`src/ifd_pkg.sv`:
```
// Constants, field layouts and carrier types of the instruction format decoder.
// Assumes a 16-bit instruction word and a 21-bit byte program counter.
package ifd_pkg;

    ////////////////////////////////////////////////////////////////////////////
    // Field positions
    localparam int OPC_HI    = 15;
    localparam int OPC_LO    = 10;
    localparam int DEST_BIT  = 9;
    localparam int ACC_BIT   = 8;
    localparam int FADDR_HI  = 7;
    localparam int BITPOS_HI = 11;
    localparam int BITPOS_LO = 9;
    localparam int LONG_HI   = 11;
    localparam int TAG_HI    = 15;
    localparam int TAG_LO    = 12;
    localparam int UPPER_LO  = 8;
    localparam int FAST_BIT  = 8;

    ////////////////////////////////////////////////////////////////////////////
    // Opcode patterns
    localparam logic [3:0] SECOND_TAG   = 4'hf;
    localparam logic [3:0] MOVE_NIB     = 4'hc;
    localparam logic [3:0] BIT_NIB_LO   = 4'h7;
    localparam logic [3:0] BIT_NIB_HI   = 4'hb;
    localparam logic [4:0] LIT_HI5      = 5'h01;
    localparam logic [6:0] CALL_HI7     = 7'h76;
    localparam logic [7:0] GOTO_OPC     = 8'hef;
    localparam logic [7:0] BRZ_OPC      = 8'he0;

    ////////////////////////////////////////////////////////////////////////////
    // Access bank split and reset values
    localparam logic [7:0]  ACCESS_SPLIT = 8'h60;
    localparam logic [3:0]  ACCESS_LOW   = 4'h0;
    localparam logic [3:0]  ACCESS_HIGH  = 4'hf;
    localparam logic [20:0] PC_STEP      = 21'h0_0002;
    localparam logic [20:0] PC_RESET     = 21'h0_0000;
    localparam logic [15:0] WORD_RESET   = 16'h0000;

    typedef enum logic [3:0] {
        FMT_NONE = 4'h0,
        FMT_BYTE = 4'h1,
        FMT_BIT  = 4'h2,
        FMT_LIT  = 4'h3,
        FMT_MOVE = 4'h4,
        FMT_CALL = 4'h5,
        FMT_GOTO = 4'h6,
        FMT_BRZ  = 4'h7
    } ifd_format_type;

    typedef enum logic [2:0] {
        ST_FETCH  = 3'b001,
        ST_SECOND = 3'b010,
        ST_FLUSH  = 3'b100
    } ifd_state_type;

    // Fields of one instruction word
    typedef struct packed {
        ifd_format_type format;
        logic [5:0]     opcode;
        logic           write_file;
        logic [11:0]    data_addr;
        logic [2:0]     bit_pos;
        logic [7:0]     literal;
        logic           fast_return;
    } ifd_fields_type;

    // Decoded result handed to the datapath
    typedef struct packed {
        logic           valid;
        ifd_format_type format;
        logic [5:0]     opcode;
        logic           write_file;
        logic           write_working;
        logic [11:0]    data_addr;
        logic [2:0]     bit_pos;
        logic [7:0]     literal;
        logic           fast_return;
        logic [11:0]    move_src;
        logic [11:0]    move_dst;
        logic [20:0]    target;
        logic           bad_second;
    } ifd_decode_type;

endpackage

```
`src/ifd_field_split.sv`:
```
// Combinational split of one instruction word into its format fields.
// Assumes the bank selection register value is stable with the word.
`timescale 1ns/1ps
module ifd_field_split (
    input  wire logic [15:0]            word,
    input  wire logic [3:0]             bank_select,
    output ifd_pkg::ifd_fields_type     fields
);

    ////////////////////////////////////////////////////////////////////////////
    // Shared by byte and bit formats
    function automatic logic [11:0] full_addr(input logic acc, input logic [7:0] f,
                                              input logic [3:0] bank_selection_register);
        logic [3:0] bank;
        bank = bank_selection_register;
        if (!acc) begin
            bank = (f < ifd_pkg::ACCESS_SPLIT) ? ifd_pkg::ACCESS_LOW : ifd_pkg::ACCESS_HIGH;
        end
        return {bank, f};
    endfunction

    logic [3:0] nib;
    assign nib = word[ifd_pkg::TAG_HI:ifd_pkg::TAG_LO];

    always_comb begin
        fields             = '0;
        fields.opcode      = word[ifd_pkg::OPC_HI:ifd_pkg::OPC_LO];
        fields.write_file  = word[ifd_pkg::DEST_BIT];
        fields.data_addr   = full_addr(word[ifd_pkg::ACC_BIT], word[ifd_pkg::FADDR_HI:0],
                                       bank_select);
        fields.bit_pos     = word[ifd_pkg::BITPOS_HI:ifd_pkg::BITPOS_LO];
        fields.literal     = word[ifd_pkg::FADDR_HI:0];
        fields.fast_return = word[ifd_pkg::FAST_BIT];
        if (nib == ifd_pkg::MOVE_NIB) begin
            fields.format = ifd_pkg::FMT_MOVE;
        end else if (nib >= ifd_pkg::BIT_NIB_LO && nib <= ifd_pkg::BIT_NIB_HI) begin
            fields.format = ifd_pkg::FMT_BIT;
        end else if (word[15:8] == ifd_pkg::BRZ_OPC) begin
            fields.format = ifd_pkg::FMT_BRZ;
        end else if (word[15:9] == ifd_pkg::CALL_HI7) begin
            fields.format = ifd_pkg::FMT_CALL;
        end else if (word[15:8] == ifd_pkg::GOTO_OPC) begin
            fields.format = ifd_pkg::FMT_GOTO;
        end else if (word[15:11] == ifd_pkg::LIT_HI5) begin
            fields.format = ifd_pkg::FMT_LIT;
        end else if (nib != ifd_pkg::SECOND_TAG && nib != 4'he && nib != 4'hd) begin
            fields.format = ifd_pkg::FMT_BYTE;
        end else begin
            fields.format = ifd_pkg::FMT_NONE;
        end
    end

endmodule

```
`src/ifd_branch_unit.sv`:
```
// Condition test and relative target of the branch-on-zero instruction.
// Assumes the program counter given is the address of the branch itself.
`timescale 1ns/1ps
module ifd_branch_unit (
    input  wire logic [20:0] pc,
    input  wire logic [7:0]  offset,
    input  wire logic        zero_flag,
    output logic             taken,
    output logic [20:0]      target
);

    logic [20:0] twice;

    assign twice  = {{12{offset[7]}}, offset, 1'b0};
    assign target = 21'(pc + ifd_pkg::PC_STEP + twice);
    assign taken  = zero_flag;

endmodule

```
`src/ifd_decoder.sv`:
```
// Top of the instruction format decoder: accepts words, registers decode results.
// Assumes the fetch path holds a word while instr_ready is low.
`timescale 1ns/1ps
module ifd_decoder (
    input  wire logic               core_clk,
    input  wire logic               rst_n,
    input  wire logic               instr_valid,
    input  wire logic [15:0]        instr_word,
    input  wire logic [20:0]        instr_pc,
    input  wire logic               zero_flag,
    input  wire logic [3:0]         bank_select,
    output logic                    instr_ready,
    output ifd_pkg::ifd_decode_type dec,
    output logic                    pc_load,
    output logic [20:0]             pc_value,
    output logic                    nop_cycle
);

    ////////////////////////////////////////////////////////////////////////////
    // Leaves
    ifd_pkg::ifd_fields_type fld;
    logic                    br_taken;
    logic [20:0]             br_target;

    ifd_field_split u_split (
        .word        (instr_word),
        .bank_select (bank_select),
        .fields      (fld)
    );

    ifd_branch_unit u_branch (
        .pc        (instr_pc),
        .offset    (instr_word[7:0]),
        .zero_flag (zero_flag),
        .taken     (br_taken),
        .target    (br_target)
    );

    ////////////////////////////////////////////////////////////////////////////
    // State
    ifd_pkg::ifd_state_type  state;
    ifd_pkg::ifd_state_type  next_state;
    logic [15:0]             first_word;
    logic [15:0]             next_first_word;
    ifd_pkg::ifd_decode_type next_dec;
    logic                    next_pc_load;
    logic [20:0]             next_pc_value;
    logic                    next_nop_cycle;
    logic                    next_instr_ready;
    logic                    take_first;
    logic                    take_second;

    assign take_first  = instr_valid && state == ifd_pkg::ST_FETCH;
    assign take_second = instr_valid && state == ifd_pkg::ST_SECOND;

    always_comb begin
        next_state       = state;
        next_first_word  = first_word;
        next_dec         = dec;
        next_dec.valid   = 1'b0;
        next_pc_load     = 1'b0;
        next_pc_value    = pc_value;
        next_nop_cycle   = 1'b0;
        unique case (state)
            ifd_pkg::ST_FETCH: begin
                if (instr_valid) begin
                    next_dec.format        = fld.format;
                    next_dec.opcode        = fld.opcode;
                    next_dec.write_file    = fld.write_file;
                    next_dec.write_working = !fld.write_file;
                    next_dec.data_addr     = fld.data_addr;
                    next_dec.bit_pos       = fld.bit_pos;
                    next_dec.literal       = fld.literal;
                    next_dec.fast_return   = 1'b0;
                    next_dec.bad_second    = 1'b0;
                    next_dec.move_src      = '0;
                    next_dec.move_dst      = '0;
                    next_dec.target        = '0;
                    unique case (fld.format)
                        ifd_pkg::FMT_MOVE, ifd_pkg::FMT_CALL, ifd_pkg::FMT_GOTO: begin
                            next_first_word = instr_word;
                            next_state      = ifd_pkg::ST_SECOND;
                        end
                        ifd_pkg::FMT_BRZ: begin
                            next_dec.valid  = 1'b1;
                            next_dec.target = br_target;
                            if (br_taken) begin
                                next_pc_load   = 1'b1;
                                next_pc_value  = br_target;
                                next_nop_cycle = 1'b1;
                                next_state     = ifd_pkg::ST_FLUSH;
                            end
                        end
                        default: begin
                            next_dec.valid = 1'b1;
                        end
                    endcase
                end
            end
            ifd_pkg::ST_SECOND: begin
                if (instr_valid) begin
                    next_state     = ifd_pkg::ST_FETCH;
                    next_dec.valid = 1'b1;
                    if (instr_word[ifd_pkg::TAG_HI:ifd_pkg::TAG_LO] != ifd_pkg::SECOND_TAG) begin
                        // Untagged second word: report, never load PC
                        next_dec.bad_second = 1'b1;
                    end else if (next_dec.format == ifd_pkg::FMT_MOVE) begin
                        next_dec.move_src = first_word[ifd_pkg::LONG_HI:0];
                        next_dec.move_dst = instr_word[ifd_pkg::LONG_HI:0];
                    end else begin
                        next_dec.target = {instr_word[ifd_pkg::LONG_HI:0],
                                           first_word[ifd_pkg::FADDR_HI:0], 1'b0};
                        next_dec.fast_return = (dec.format == ifd_pkg::FMT_CALL) &&
                                               first_word[ifd_pkg::FAST_BIT];
                        next_pc_load  = 1'b1;
                        next_pc_value = {instr_word[ifd_pkg::LONG_HI:0],
                                         first_word[ifd_pkg::FADDR_HI:0], 1'b0};
                    end
                end
            end
            ifd_pkg::ST_FLUSH: begin
                // Stale word fetched behind the branch is dropped
                next_state = ifd_pkg::ST_FETCH;
            end
            default: begin
                next_state = ifd_pkg::ST_FETCH;
            end
        endcase
        next_instr_ready = next_state != ifd_pkg::ST_FLUSH;
    end

    always_ff @(posedge core_clk) begin
        if (!rst_n) begin
            state       <= ifd_pkg::ST_FETCH;
            first_word  <= ifd_pkg::WORD_RESET;
            dec         <= '0;
            pc_load     <= 1'b0;
            pc_value    <= ifd_pkg::PC_RESET;
            nop_cycle   <= 1'b0;
            instr_ready <= 1'b1;
        end else begin
            state       <= next_state;
            first_word  <= next_first_word;
            dec         <= next_dec;
            pc_load     <= next_pc_load;
            pc_value    <= next_pc_value;
            nop_cycle   <= next_nop_cycle;
            instr_ready <= next_instr_ready;
        end
    end
endmodule

```
`config.mk`:
```
export PLATFORM = sky130hd
export DESIGN_NAME = ifd_decoder
export DESIGN_NICKNAME = d
export VERILOG_FILES = /design/src/ifd_pkg.sv /design/src/ifd_field_split.sv /design/src/ifd_branch_unit.sv /design/src/ifd_decoder.sv
export SDC_FILE = /design/constraint.sdc
export NUM_CORES = 1
export LEC_CHECK = 0
export BUFFER_PORTS_ARGS = -buffer_cell sky130_fd_sc_hd__buf_2
export CORE_AREA = 2 2 108 110
export CTS_CLUSTER_SIZE = 28
export DETAILED_ROUTE_END_ITERATION = 12
export DIE_AREA = 0 0 110 112
export GPL_ROUTABILITY_DRIVEN = 0
export GPL_TIMING_DRIVEN = 0
export PLACE_DENSITY_LB_ADDON = 0.25
export SLEW_MARGIN = 20
export SYNTH_ARGS = -nofsm -noshare
export SYNTH_HDL_FRONTEND = slang
export SYNTH_HIERARCHICAL = 1
export SYNTH_SLANG_ARGS = --single-unit
```
`constraint.sdc`:
```
create_clock -name core_clk -period 8.2 [get_ports core_clk]
set_input_delay 1.64 -clock core_clk [delete_from_list [all_inputs] [get_ports core_clk]]
set_output_delay 1.64 -clock core_clk [all_outputs]
set_load 0.01 [all_outputs]
```
==> results of run 1 <==
==> where the power goes <==
group          internal (uW)  switching (uW)
registers                605            6.41
logic                    100             160
clock network            457             256
total                   1160             421
==> flip-flops by register name, summed over array words and instances (netlist names) <==
signal       flops
state            3
instr_ready      1
first_word      12
pc_load          1
dec             83
pc_value        21
nop_cycle        1
==> layer usage <==
| metal | global-route usage | vias up | share of wire |
|---|---|---|---|
| met5 | 0 | - | 0 |
| met1 | 0.4154 | 2843 | 0.44 |
| met4 | 0.1198 | 0 | 0.029 |
| met3 | 0.07436 | 41 | 0.085 |
| met2 | 0.4515 | 286 | 0.44 |
| li1 | - | 2975 | - |
==> worst register-to-register path, stage by stage (launching register included) <==
cell      delay [ps]
dfxtp_1          350
nor4b_4          400
nand4b_1         210
and2_4           190
buf_6            180
mux2_4           320
==> final timing paths <==
path	startpoint	to	slack (ps)	cells after the start
worst max-delay path	instr_word[0]	pc_value[20]	3920	15
worst min register to register	dec[52]	dec[52]	450	2
worst max register to register	dec[81]	pc_value[18]	6450	5
worst min-delay path	dec[52]	dec[52]	450	2
==> final cells by class <==
class	instances	area, um^2
timing repair buffer	149	745.7
clock buffer	22	464.2
tap	143	178.9
fill	924	3214
inverter	16	60.06
sequential	122	2442
buffer	74	455.4
multi-input combinational	556	3516
clock inverter	9	97.59
==> metrics by stage <==
step	total power (uW)	worst slack, ps	cell area [um^2]
6_report	1583	3921	7960
5_1_grt	1641	3760	7960
4_1_cts	1582	4039	7960
3_5_place_dp	874.7	3669	7398
3_3_place_gp	871.2	3696	7398
2_1_floorplan	796.4	4385	6474
==> cell usage in the layout (no fill, tap or decap), types with 21 or more instances in the layout <==
master    count
buf_2       162
clkbuf_1     26
a21oi_1     107
nor2_1       28
nand3_1      34
buf_4        33
and2_1       21
dfxtp_1     122
nand2_1     161
ha_1         37
==> metrics.md, run 1 <==
| Metric | Value |
|---|---|
| Outcome | complete, no violations |
| Final setup viols | 0 |
| CTS max path bufs | 2 |
| Post-DP HPWL | 13140 um |
| RSZ-0062 raised after global routing | false |
| Hold Crit Class | register to register |
| # hold bufs at CTS | 0 |
| Initial Utilization | 0.5793 |
| Clock root cell | clkbuf_16 |
| Yosys warnings | 6 |
| Worst VDD drop | 0.1875 mV |
| Top Family by Delay on Critical Path | compound AO/OA/AOI/OAI gates |
| Leak | just under 0.004 uW |
| Max-cap violations | 0 |
| Largest net degree at the start of global routing | 20 |
| Most frequent CP cell | inv_1 |
| Largest stage delay, worst path | approximately 400 ps |
| Core Footprint | around 11000 um^2 |
| Max Transition Viols Final | 0 |
| DR vias | about 6100 |
| TritonCTS buffer count | 17 |
| Syn Nets | 851 |
| Post-CTS setup buffers | 0 |
| DRT Pass-1 Iters | 5 |
| Minimum clock period | 4279 ps |
| Iter 0 DRT Violations | a little over 500 |
| Die ar. | roughly 12000 um^2 |
| Bufs and invs on worst path | 4 |
| Initial antenna violation count | 0 |
| Pwr Density | around 200 nW/um^2 |
| Slowest-stage cell, CP | fa_1 |
| Kind of critical path | primary input to register |
| Total gr overflow | 0 |
| Layout Cells excl Fill | ~1100 |
| First-pass GRT wire length | around 28000 um |
| Worst setup SP type | primary input |
| Clock Pin Slew Worst Setup and Hold Paths | about 50 ps |
| Mapped Area | ~6500 um^2 |
| Antenna diodes | 0 |
| Resized cells post-CTS | 0 |
| Vias in the first global route | ~5600 |
| Top Ports | about 150 |
| Critical path, cell by cell | buf_2, inv_1, ha_1, inv_1, ha_1, inv_1, fa_1, nand2b_1, a21oi_1, o2111a_1, a211oi_1, a211oi_1, nand2_1, a21oi_1, mux2_2 |
| Overall Global Routing Usage | 0.3018 |
| Share of cells above drive strength 1 | 0.2806 |
| Layout Nets | roughly 1000 |
| Setup TNS | 0 ps |
| Routed wire length per instance | between 15 and 20 um |
| Final ANT Viol Nets | 0 |
| Worst hold slack | 449.0 ps |
| Max Fclk | 0.2337 GHz |
| Mean Syn Cell Area | roughly 8.4 um^2 |
| Clock sink count | around 120 |
| Required time worst endpoint | around 8600 ps |
| Fin. Hold Viols | 0 |
| Via density | roughly 5.6 |
| Die width | roughly 110 um |
| Utilization after layout | 0.7124 |
| Port Buffer Count | about 150 |
| Synth Instances | 768 |
| Relative slew slack | 0.5835 |
| Layout Skew | ~6.9 ps |
| Die Y | 112 um |
| Final period utilization | 0.5218 |
| Final WL | approximately 18000 um |
| CP Data Arrival Time | between 4000 and 5000 ps |
| Clock latency on the worst-skew pair | about 420 ps |
| Setup crit end kind | register |
| Cell Count Post-Placement | about 1100 |
| CP max FO | 6 |
| Post-route DRC | 0 |
| TritonCTS clock tree | done |
| Row Count | 39 |
| Worst Tran Pin Value | around 620 ps |
| # H-tree levels | 4 |
| Synthesis-to-layout area growth | 22.96% |
Note: power is estimated with default switching activity, not from simulation.
==> run 2, diff against run 1 <==
--- a/config.mk
+++ b/config.mk
@@ -6,10 +6,10 @@
 export NUM_CORES = 1
 export LEC_CHECK = 0
 export BUFFER_PORTS_ARGS = -buffer_cell sky130_fd_sc_hd__buf_2
-export CORE_AREA = 2 2 108 110
+export CORE_AREA = 2 2 119 121
 export CTS_CLUSTER_SIZE = 28
 export DETAILED_ROUTE_END_ITERATION = 12
-export DIE_AREA = 0 0 110 112
+export DIE_AREA = 0 0 121 123
 export GPL_ROUTABILITY_DRIVEN = 0
 export GPL_TIMING_DRIVEN = 0
 export PLACE_DENSITY_LB_ADDON = 0.25
==> constraint.sdc (replaced) <==
create_clock -name core_clk -period 3.5 [get_ports core_clk]
set_input_delay 0.7 -clock core_clk [delete_from_list [all_inputs] [get_ports core_clk]]
set_output_delay 0.7 -clock core_clk [all_outputs]
set_load 0.01 [all_outputs]
==> run 2 against run 1 <==
Against the previous run:
- final cell count is 3.5% higher
- flip-flop and latch count did not move
- combinational power is 130% higher
- setup slack got worse by 3700 ps
- clock skew increased by 8.0 ps
- worst hold slack improved by 4.3 ps
- total power up 150%
- critical endpoint unchanged
- highest routed layer unchanged
==> metrics.md, run 2 (synthesis results as in run 1) <==
| Metric | Value |
|---|---|
| Top reg by flops | dec |
| CP Launch Point | instr_word[7] |
| Required time worst endpoint | 3860 ps (-4700 ps) |
| Top Ports | 152 (unchanged) |
| Multi-input gate area | 3516 um^2 (unchanged) |
| # hold bufs at CTS | 0 (unchanged) |
| Port Buffer Count | 149 (unchanged) |
| Die ar. | 14880 um^2 (+21%) |
| Outcome | complete, no violations |
| Max Transition Viols Final | 0 (unchanged) |
| DR vias | 5997 (-2.4%) |
| Post-CTS setup buffers | 0 (unchanged) |
| CP Data Arrival Time | 3620 ps (-1020 ps) |
| Iter 0 DRT Violations | 349 (-32%) |
| FF/Latch Area | 2442 um^2 (unchanged) |
| Clock sink count | 122 (unchanged) |
| TritonCTS clock tree | done |
| CTS max path bufs | 2 (unchanged) |
| Largest net degree at the start of global routing | 20 (unchanged) |
| Worst VDD drop | 0.2903 mV (+55%) |
| Pwr Density | 484.6 nW/um^2 (+140%) |
| Layout Cells excl Fill | 1129 (+3.5%) |
| Worst setup SP type | primary input |
| Core Footprint | 13610 um^2 (+22%) |
| Regs by FF count | dec x83, pc_value x21, first_word x12 |
| Setup crit end kind | register |
| Vias in the first global route | 5407 (-3.0%) |
| Total gr overflow | 0 (unchanged) |
| Minimum clock period | approximately 3300 ps |
| Layout Skew | 14.90 ps (+8.027 ps) |
| Routed wire length per instance | 16.07 um (-4.6%) |
| Fin. Hold Viols | 0 (unchanged) |
| Final setup viols | 0 (unchanged) |
| Max reg flops | 83 (unchanged) |
| Antenna diodes | 0 (unchanged) |
| Layout Nets | 1019 (unchanged) |
| Via density | 5.312 (-5.7%) |
| First-pass GRT wire length | 27900 um (-2.1%) |
| Synthesis-to-layout area growth | 24.95% |
| Clock latency on the worst-skew pair | 420 ps (about the same) |
| Power consumption | 3920 uW (+150%) |
| Share of cells above drive strength 1 | 0.2845 (+0.003919) |
| R2R Path Start | dec[81] |
| Initial antenna violation count | 0 (unchanged) |
| Most frequent cells in the layout | buf_2, nand2_1, dfxtp_1, a21oi_1, ha_1 |
| TritonCTS buffer count | 17 (unchanged) |
| CP max FO | 19 (+13) |
| Fillers | 1218 (+32%) |
| Post-route DRC | 0 (unchanged) |
| Overall Global Routing Usage | 0.2429 (-0.05895) |
| Worst Min Path Start | dec[67] |
| Initial Utilization | 0.4756 (-0.1037) |
| DP Worst Slack | -163.6 ps (-3832 ps) |
| Max Fclk | roughly 0.31 GHz |
| RSZ-0062 raised after global routing | false |
| Commonest non-fill, non-tap cell in the layout | buf_2 |
| Max-cap violations | 0 (unchanged) |
| Final ANT Viol Nets | 0 (unchanged) |
| Clock root cell | clkbuf_16 |
| Worst Tran Pin Value | 619.6 ps (-5.097 ps) |
| # H-tree levels | 4 (unchanged) |
| Final period utilization | 0.9311 |
| Clock Pin Slew Worst Setup and Hold Paths | 50 ps (about the same) |
| Die width | 121 um (+10%) |
| Relative slew slack | 0.5869 (+0.003397) |
| Row Count | 43 (+10%) |
| DRT Pass-1 Iters | 5 (unchanged) |
| Kind of critical path | primary input to register |
| Die Y | 123 um (+9.8%) |
| Post-DP HPWL | 13430 um (+2.2%) |
| Final WL | 18140 um (-1.3%) |
| Leak | 0.003872 uW (+0.70%) |
| Resized cells post-CTS | 0 (unchanged) |
| Cell Count Post-Placement | 1097 (+3.5%) |
| Worst hold slack | 453.4 ps (+4.334 ps) |
| Worst setup margin | 241.3 ps (-3680 ps) |
| Hold Crit Class | register to register |
run 2: cell count changes in the layout (fill, tap and decap cells not counted):
cell,delta
bufinv_16,+2
clkbuf_1,-3
clkinv_2,-5
inv_6,+2
clkinvlp_4,+2
clkinv_4,+3
run 2: final timing paths:
check,to,slack [ps],depth (start not counted)
setup / recovery,pc_value[20],240,11
hold / removal,dec[67],450,2
setup reg to reg,pc_value[10],1740,5
hold reg to reg,dec[67],450,2
run 2: area by class of cell:
class	instances	share of cell area
timing repair buffer	149	0.09219
buffer	74	0.05630
multi-input combinational	556	0.4346
inverter	16	0.007425
sequential	122	0.3019
clock buffer	19	0.05599
clock inverter	13	0.02367
tap	180	0.02784
run 2: where the power goes:
| part | internal [uW] | total [uW] | switching (uW) | leakage [uW] |
|---|---|---|---|---|
| sequential | 1420 | 1430 | 15.3 | 0.000989 |
| combinational | 234 | 601 | 367 | 0.00258 |
| clock | 1230 | 1890 | 653 | 0.000306 |
run 2: per-stage QoR:
| step | util | setup TNS (ps) | area, um^2 |
|---|---|---|---|
| after CTS | 0.5943 | 0 | 8089 |
| after global placement | 0.5469 | -298.7 | 7445 |
| after global routing | 0.5943 | 0 | 8089 |
| final | 0.5943 | 0 | 8089 |
| after detailed placement | 0.5469 | -297.0 | 7445 |
| after floorplan | - | 0 | 6474 |
run 2: critical path: stages:
cell,delay (ps)
buf_2,390
ha_1,320
ha_1,370
a21oi_1,220
nand2_1,110
o2111a_1,290
a21o_1,230
a211oi_1,430
nand2_1,100
a21oi_1,250
mux2_2,190
run 2: per-layer routing:
metal / vias up / part of all wire / global-route usage
li1: 2983 / - / -
met1: 2767 / 0.48 / 0.3452
met2: 223 / 0.43 / 0.3613
met3: 24 / 0.073 / 0.04751
met4: 0 / 0.017 / 0.09811
met5: - / 0 / 0
